## config.mk

```make
export PLATFORM = sky130hd
export DESIGN_NAME = cam_alarm_top
export DESIGN_NICKNAME = d
export VERILOG_FILES = /design/src/cam_pkg.sv /design/src/cam_hyst_cmp.sv /design/src/cam_alarm_top.sv
export VERILOG_INCLUDE_DIRS = /design/src
export SDC_FILE = /design/constraint.sdc
export NUM_CORES = 1
export LEC_CHECK = 0
export BUFFER_PORTS_ARGS = -buffer_cell sky130_fd_sc_hd__buf_4
export CAP_MARGIN = 20
export CORE_MARGIN = 3
export CORE_UTILIZATION = 60
export DETAILED_ROUTE_END_ITERATION = 6
export GPL_TIMING_DRIVEN = 0
export HOLD_SLACK_MARGIN = 0.05
export PLACE_DENSITY_LB_ADDON = 0.1
export SLEW_MARGIN = 20
export SYNTH_ARGS = -nofsm -noshare
export SYNTH_HDL_FRONTEND = slang
export SYNTH_SLANG_ARGS = --single-unit
```

## constraint.sdc

```tcl
create_clock -name clk_sys -period 3.5 [get_ports clk_sys]
set_clock_uncertainty 0.1 [all_clocks]
set_input_delay 0.7 -clock clk_sys [delete_from_list [all_inputs] [get_ports clk_sys]]
set_output_delay 0.7 -clock clk_sys [all_outputs]
set_load 0.005 [all_outputs]
```

## src/cam_map.svh

```systemverilog
// Constants of the conversion alarm monitor: field positions, reset values, codes.
// Assumes one clock clk_sys at 40 MHz and conversion-end events from the converter core.
`ifndef CAM_MAP_SVH
`define CAM_MAP_SVH
`define CAM_CODE_W 18
`define CAM_HYST_W 8
`define CAM_PIN_FN_ALARM 2'h1
`define CAM_FLAG_IN_HI 0
`define CAM_FLAG_IN_LO 1
`define CAM_FLAG_SUP_HI 2
`define CAM_FLAG_SUP_LO 3
`define CAM_NFLAGS 4
`define CAM_FLAGS_RST 4'h0
`endif

```

## src/cam_pkg.sv

```systemverilog
// Types of the conversion alarm monitor.
// Assumes cam_map.svh supplies widths.
`include "cam_map.svh"
package cam_pkg;
  typedef logic [`CAM_CODE_W-1:0] cam_code_t;
  typedef logic [`CAM_NFLAGS-1:0] cam_flags_t;
  typedef struct packed {
    cam_flags_t active;
    cam_flags_t tripped;
  } cam_alarm_s;
endpackage : cam_pkg

```

## src/cam_hyst_cmp.sv

```systemverilog
// One hysteresis comparator: sets past a threshold, releases once back beyond it by more than the margin.
// Assumes code and settings are stable on the cycle conv_done is high.
`timescale 1ns/1ps
module cam_hyst_cmp #(
  parameter int CW = 18,
  parameter int HW = 8,
  parameter bit IS_HIGH = 1'b1
) (
  input wire logic clk_sys,
  input wire logic rstn,
  input wire logic conv_done,
  input wire logic [CW-1:0] code,
  input wire logic [CW-1:0] thresh,
  input wire logic [HW-1:0] hyst,
  output logic alarm
);
  logic alarm_reg;
  logic alarm_next;
  logic [CW+1:0] lim;
  // Widened so T+H+1 cannot wrap and a T-H-1 below zero sets the top bit
  always_comb begin
    lim = '0;
    alarm_next = alarm_reg;
    if (IS_HIGH) begin
      lim = {2'b00, thresh} - {{(CW+2-HW){1'b0}}, hyst} - {{(CW+1){1'b0}}, 1'b1};
      if ({2'b00, code} > {2'b00, thresh}) alarm_next = 1'b1;
      else if (!lim[CW+1] && ({2'b00, code} <= lim)) alarm_next = 1'b0;
    end else begin
      lim = {2'b00, thresh} + {{(CW+2-HW){1'b0}}, hyst} + {{(CW+1){1'b0}}, 1'b1};
      if (code < thresh) alarm_next = 1'b1;
      else if ({2'b00, code} >= lim) alarm_next = 1'b0;
    end
  end
  // State only moves at conversion end
  always_ff @(posedge clk_sys or negedge rstn) begin
    if (!rstn) alarm_reg <= 1'b0;
    else if (conv_done) alarm_reg <= alarm_next;
  end
  assign alarm = alarm_reg;
endmodule : cam_hyst_cmp

```

## src/cam_alarm_top.sv

```systemverilog
// Alarm monitor of an 18-bit converter: input thresholds, supply alarms, flags, pin.
// Assumes conv_done and flag_read are one-cycle pulses from logic on clk_sys;
// supply comparator outputs and chip-select are asynchronous and are synchronised here.
`timescale 1ns/1ps
`include "cam_map.svh"
module cam_alarm_top #(
  parameter int CODE_W = `CAM_CODE_W,
  parameter int HYST_W = `CAM_HYST_W
) (
  input wire logic clk_sys,
  input wire logic rstn,
  input wire logic conv_done,
  input wire cam_pkg::cam_code_t conv_code,
  input wire cam_pkg::cam_code_t high_thresh,
  input wire cam_pkg::cam_code_t low_thresh,
  input wire logic [HYST_W-1:0] hysteresis,
  input wire logic supply_hi_cmp,
  input wire logic supply_lo_cmp,
  input wire logic input_alarm_disable,
  input wire logic supply_alarm_disable,
  input wire logic [1:0] second_output_pin_function,
  input wire logic other_pin_value,
  input wire logic [`CAM_NFLAGS-1:0] append_select,
  input wire logic flag_read,
  input wire logic convert_start_chip_select,
  output cam_pkg::cam_alarm_s alarm_flags,
  output logic [`CAM_NFLAGS-1:0] append_bits,
  output logic append_valid,
  output logic frame_active,
  output logic multi_function_output_pin
);
  import cam_pkg::*;

  logic in_hi;
  logic in_lo;
  logic [1:0] sup_hi_sync;
  logic [1:0] sup_lo_sync;
  logic [1:0] cs_sync;
  logic cs_d_reg;
  cam_flags_t raw;
  cam_flags_t en;
  cam_flags_t act_reg, act_next;
  cam_flags_t trip_reg, trip_next;
  logic pin_reg, pin_next;
  logic frame_reg, frame_next;
  logic [`CAM_NFLAGS-1:0] app_reg, app_next;
  logic app_v_reg, app_v_next;
  logic in_hi_c;
  logic in_lo_c;

  // Unsigned compares keep bipolar and unipolar ranges the same
  cam_hyst_cmp #(.CW(CODE_W), .HW(HYST_W), .IS_HIGH(1'b1)) u_hi (
    .clk_sys(clk_sys), .rstn(rstn), .conv_done(conv_done), .code(conv_code),
    .thresh(high_thresh), .hyst(hysteresis), .alarm(in_hi));
  cam_hyst_cmp #(.CW(CODE_W), .HW(HYST_W), .IS_HIGH(1'b0)) u_lo (
    .clk_sys(clk_sys), .rstn(rstn), .conv_done(conv_done), .code(conv_code),
    .thresh(low_thresh), .hyst(hysteresis), .alarm(in_lo));

  // Two-flop synchronisers; first stage feeds only the second
  always_ff @(posedge clk_sys or negedge rstn) begin
    if (!rstn) begin
      sup_hi_sync <= 2'h0;
      sup_lo_sync <= 2'h0;
      cs_sync <= 2'h3;
      cs_d_reg <= 1'b1;
    end else begin
      sup_hi_sync <= {sup_hi_sync[0], supply_hi_cmp};
      sup_lo_sync <= {sup_lo_sync[0], supply_lo_cmp};
      cs_sync <= {cs_sync[0], convert_start_chip_select};
      cs_d_reg <= cs_sync[1];
    end
  end

  // Hysteresis state is one cycle behind conv_done, so recompute the new value here
  always_comb begin
    in_hi_c = in_hi;
    in_lo_c = in_lo;
    if ({2'b00, conv_code} > {2'b00, high_thresh}) in_hi_c = 1'b1;
    else if ({2'b00, conv_code} + {{(CODE_W+2-HYST_W){1'b0}}, hysteresis} + 20'h0_0001
             <= {2'b00, high_thresh}) in_hi_c = 1'b0;
    if (conv_code < low_thresh) in_lo_c = 1'b1;
    else if ({2'b00, conv_code} >= {2'b00, low_thresh}
             + {{(CODE_W+2-HYST_W){1'b0}}, hysteresis} + 20'h0_0001) in_lo_c = 1'b0;
  end

  // Source conditions and their enables
  always_comb begin
    raw = `CAM_FLAGS_RST;
    raw[`CAM_FLAG_IN_HI] = in_hi_c;
    raw[`CAM_FLAG_IN_LO] = in_lo_c;
    raw[`CAM_FLAG_SUP_HI] = sup_hi_sync[1];
    raw[`CAM_FLAG_SUP_LO] = sup_lo_sync[1];
    en = {{2{!supply_alarm_disable}}, {2{!input_alarm_disable}}};
  end

  // Flag update; trigger beats a clearing read in the same cycle
  always_comb begin
    act_next = act_reg;
    trip_next = trip_reg;
    if (flag_read) trip_next = `CAM_FLAGS_RST;
    if (conv_done) begin
      act_next = raw & en;
      trip_next = trip_next | (raw & en);
    end
  end

  // Pin, frame tracking and append word
  always_comb begin
    pin_next = other_pin_value;
    if (second_output_pin_function == `CAM_PIN_FN_ALARM) begin
      pin_next = |act_next;
    end
    frame_next = !cs_sync[1];
    app_next = app_reg;
    app_v_next = 1'b0;
    if (cs_d_reg && !cs_sync[1]) begin
      // Latched at frame start so it reflects the prior conversion
      app_next = (act_reg | trip_reg) & append_select;
      app_v_next = 1'b1;
    end
  end

  // Register stage only
  always_ff @(posedge clk_sys or negedge rstn) begin
    if (!rstn) begin
      act_reg <= `CAM_FLAGS_RST;
      trip_reg <= `CAM_FLAGS_RST;
      pin_reg <= 1'b0;
      frame_reg <= 1'b0;
      app_reg <= `CAM_FLAGS_RST;
      app_v_reg <= 1'b0;
    end else begin
      act_reg <= act_next;
      trip_reg <= trip_next;
      pin_reg <= pin_next;
      frame_reg <= frame_next;
      app_reg <= app_next;
      app_v_reg <= app_v_next;
    end
  end

  assign alarm_flags = '{active: act_reg, tripped: trip_reg};
  assign append_bits = app_reg;
  assign append_valid = app_v_reg;
  assign frame_active = frame_reg;
  assign multi_function_output_pin = pin_reg;

  // Checks
  a_active_rebuild: assert property (@(posedge clk_sys) disable iff (!rstn)
    conv_done |=> act_reg == $past(raw & en)) else $error("active flags not rebuilt");
  a_trip_sticky: assert property (@(posedge clk_sys) disable iff (!rstn)
    (!flag_read && !conv_done) |=> trip_reg == $past(trip_reg)) else $error("tripped moved");
  a_trip_clear: assert property (@(posedge clk_sys) disable iff (!rstn)
    (flag_read && !conv_done) |=> trip_reg == 4'h0) else $error("read did not clear");
  a_set_wins: assert property (@(posedge clk_sys) disable iff (!rstn)
    (flag_read && conv_done) |=> trip_reg == act_reg) else $error("trigger lost on read");
  a_trip_covers: assert property (@(posedge clk_sys) disable iff (!rstn)
    conv_done |=> (act_reg & ~trip_reg) == 4'h0) else $error("active without tripped");
  a_disable_in: assert property (@(posedge clk_sys) disable iff (!rstn)
    (conv_done && input_alarm_disable) |=> act_reg[1:0] == 2'h0) else $error("input not off");
  a_pin_alarm: assert property (@(posedge clk_sys) disable iff (!rstn)
    (second_output_pin_function == 2'h1) |=> pin_reg == |act_reg) else $error("pin not OR");
  a_pin_other: assert property (@(posedge clk_sys) disable iff (!rstn)
    (second_output_pin_function != 2'h1) |=> pin_reg == $past(other_pin_value))
    else $error("pin function wrong");
  a_hi_set: assert property (@(posedge clk_sys) disable iff (!rstn)
    (conv_done && !input_alarm_disable && conv_code > high_thresh) |=> act_reg[0])
    else $error("high alarm missed");
  a_lo_set: assert property (@(posedge clk_sys) disable iff (!rstn)
    (conv_done && !input_alarm_disable && conv_code < low_thresh) |=> act_reg[1])
    else $error("low alarm missed");
  a_append_once: assert property (@(posedge clk_sys) disable iff (!rstn)
    app_v_reg |=> !app_v_reg) else $error("append valid too long");
  c_hi_trip: cover property (@(posedge clk_sys) disable iff (!rstn) conv_done ##1 act_reg[0]);
  c_read_clear: cover property (@(posedge clk_sys) disable iff (!rstn)
    (trip_reg != 4'h0 && flag_read) ##1 trip_reg == 4'h0);
  c_frame: cover property (@(posedge clk_sys) disable iff (!rstn) app_v_reg && app_reg != 4'h0);
endmodule : cam_alarm_top

```

==> results.tsv <==
metric	value	unit
Worst Hold Class	primary input to async pin	
die extent in y	97.8	µm
Nets	939	
number of global-route vias before repair	5345	
clk_lat worst skew	270	ps
initial antenna violation count	0	
FFs w/ async S/R, synth	1.00	
Starting Density	0.634	
f_max	231	MHz
Worst Path Arrival	4390	ps
final hold violation count	0	
failing checks	setup timing	
diodes inserted	0	
GP Congestion	0.901	
Pre-Repair DR Iteration Count	5	
filler instances	503	
PnR worst setup slack	-828	ps
Ports	93	
Tmin final	4330	ps
via density per instance	6.44	
CTS Hold Bufs	0	
Routed WL	16.3	mm
pin count of the biggest net entering global routing	25	
Slew Viols, Final	0	
Yosys top cell by area	ha_1	
Worst setup startpoint	hysteresis[1]	
row cnt	32	
CORE AREA	7970	µm²
Antenna Nets Post-Route	0	
Total GRT Usage	0.300	
fin area	6580	µm²
Synth Cell Area	5050	µm²
Area after DPL	5930	µm²
DRC	0	
total gr overflow	0	
Mapped Avg Cell Area	8.18	µm²
most frequent cells after synthesis	ha_1 (114), inv_1 (71), o21ai_0 (38), xnor2_1 (36), a21oi_1 (35)	
CTS Buf Count	3	
outcome	complete, but fails checks	
Mapped Cells	618	
area grow syn2layout	30.3	%
top cells by area, synth	ha_1 (28%), dfrtp_1 (10%), xnor2_1 (6.2%)	
number of I/O port buffers	90	
Clock Tree Root	clkbuf_8	
max_cap viols	0	
Post-synth EDFFs	0	
worst reg-to-reg path cell count	4	
crit path capture type	register	
DRT iter0 DRCs	273	
final period utilization	1.24	
R2R Path Start	sup_lo_sync[1]$_DFF_PN0_	
first-pass GRT wire length	24.1	mm
Syn. warnings	0	
Max transition margin	0.320	
power density cells	236	nW/µm²
setup violators final	7	
clk sink count	24	
share of post-route cells with drive strength above 1	0.289	
Syn Nets	813	
CTS tree	yes	
Main synth FF type	dfrtp_1	
Cell Count, Final, Fillers Out	845	
Die Wd	97.8	µm
LEAKAGE	3.19	nW
die footprint	9560	µm²
Fin Hold WS	209	ps
VDD IR-drop max	0.000166	V
required time of the critical path	3560	ps
register bit total from synthesis	24	
CTS max path bufs	2	
Max FO, Critical Path	3	
Synth top area share	0.282	
Vias	5441	
most common cell in the synthesized netlist	ha_1	
Seq/Total Area, Yosys	0.120	
WL/cell	19.3	µm
Synth cell types	75	
crit path kind	primary input to register	
Least-Margin Pin Slew	995	ps
RSZ-0062 raised after global routing	true	
Worst-path clk slew	90	ps
Post-DP HPWL	12.0	mm
type of origin of the critical path	primary input	
H-tree depth	1	
number of instances in the placed design	810	
## critical path, cell delays in order
cell and delay (ps):
buf_8 100, inv_2 110, ha_1 260, nor2b_1 190, o21a_1 180, nor3_1 490
o211ai_1 200, buf_4 190, nor4_2 360, and3_4 290, a2bb2oi_2 140, xnor2_1 90
ha_1 320, and4_1 190, nand3_1 110, nor3_2 220, nor2_1 60, a31o_1 190
## through the flow
stage / worst slack [ps] / TNS, ps / power [mW] / util
floorplan: -705 / -2180 / 0.899 / -
global placement: -1100 / -5750 / 1.14 / 0.744
detailed placement: -1270 / -6820 / 1.19 / 0.744
CTS: -759 / -2570 / 1.43 / 0.791
global route: -1000 / -4640 / 1.66 / 0.826
finish: -828 / -3520 / 1.55 / 0.826
## layer usage
layer  part of all wire  vias up  global-route usage  wire length, µm
met4              0.044        0              0.0927              722
li1                   -     2538                   -                -
met1               0.41     2595               0.365             6680
met2               0.49      247               0.551             8070
met5                  0        -                   0                0
met3              0.052       61              0.0350              850
## placed cells by master, fill, tap and decap left out, types with 4 or more instances in the layout
cell / synthesis / final
a211oi_1: 10 / 5
a211oi_2: 1 / 5
a21o_1: 28 / 26
a21oi_1: 35 / 26
a21oi_2: 2 / 10
a31oi_1: 6 / 5
and3_1: 6 / 6
and4_1: 4 / 4
buf_4: 1 / 115
buf_6: 2 / 5
dfrtp_1: 21 / 21
ha_1: 114 / 110
inv_1: 71 / 64
inv_2: 0 / 4
nand2_1: 32 / 32
nand2b_1: 12 / 12
nand3_1: 11 / 11
nand4_1: 21 / 21
nor2_1: 29 / 26
nor2b_1: 12 / 11
nor3_1: 9 / 6
o211ai_1: 6 / 6
o21a_1: 13 / 13
o21ai_0: 38 / 29
o21ai_1: 3 / 7
o21ai_2: 1 / 6
or3_1: 4 / 4
xnor2_1: 36 / 34
xor2_1: 14 / 14
## final cells by class
| cell class | instances | area [µm²] | area share |
|---|---|---|---|
| tap | 102 | 128 | 0.0194 |
| multi-input combinational | 518 | 4510 | 0.686 |
| inverter | 71 | 294 | 0.0447 |
| sequential | 24 | 604 | 0.0918 |
| clock buffer | 4 | 45.0 | 0.00684 |
| buffer | 5 | 37.5 | 0.00570 |
| timing repair buffer | 121 | 960 | 0.146 |
## timing repair
item                                    in CTS  in global routing
setup buffers                               20                 11
pin swaps                                   38                 45
endpoints found under the setup margin       7                  7
resized for setup                           43                 36
## report_power, final
part           internal, mW  switching (mW)
clock network        0.0815          0.0889
logic                 0.492           0.564
registers             0.307          0.0208
total                 0.880           0.674
## logic make-up (layout without fill, tap and decap cells)
family / count (synthesis) / after routing / share of synthesized area
compound gates: 186 / 186 / 0.254
simple gates: 164 / 164 / 0.182
fa+ha+maj: 117 / 117 / 0.294
buf+inv: 76 / 201 / 0.0602
xor+xnor: 51 / 51 / 0.0899
flops: 24 / 24 / 0.120
## worst paths after layout
kind                                                       end  slack [ps]
max                                     u_hi.alarm$_DFFE_PN0P_        -830
max reg2reg                multi_function_output_pin$_DFF_PN0_        2100
min                                       act_reg[3]$_DFF_PN0_         210
min reg2reg                           sup_hi_sync[1]$_DFF_PN0_         250
min in group clk_sys                  sup_hi_sync[1]$_DFF_PN0_         250
max in group asynchronous                 cs_sync[0]$_DFF_PN1_        2800
No activity file was read; power rests on OpenSTA's default activity.
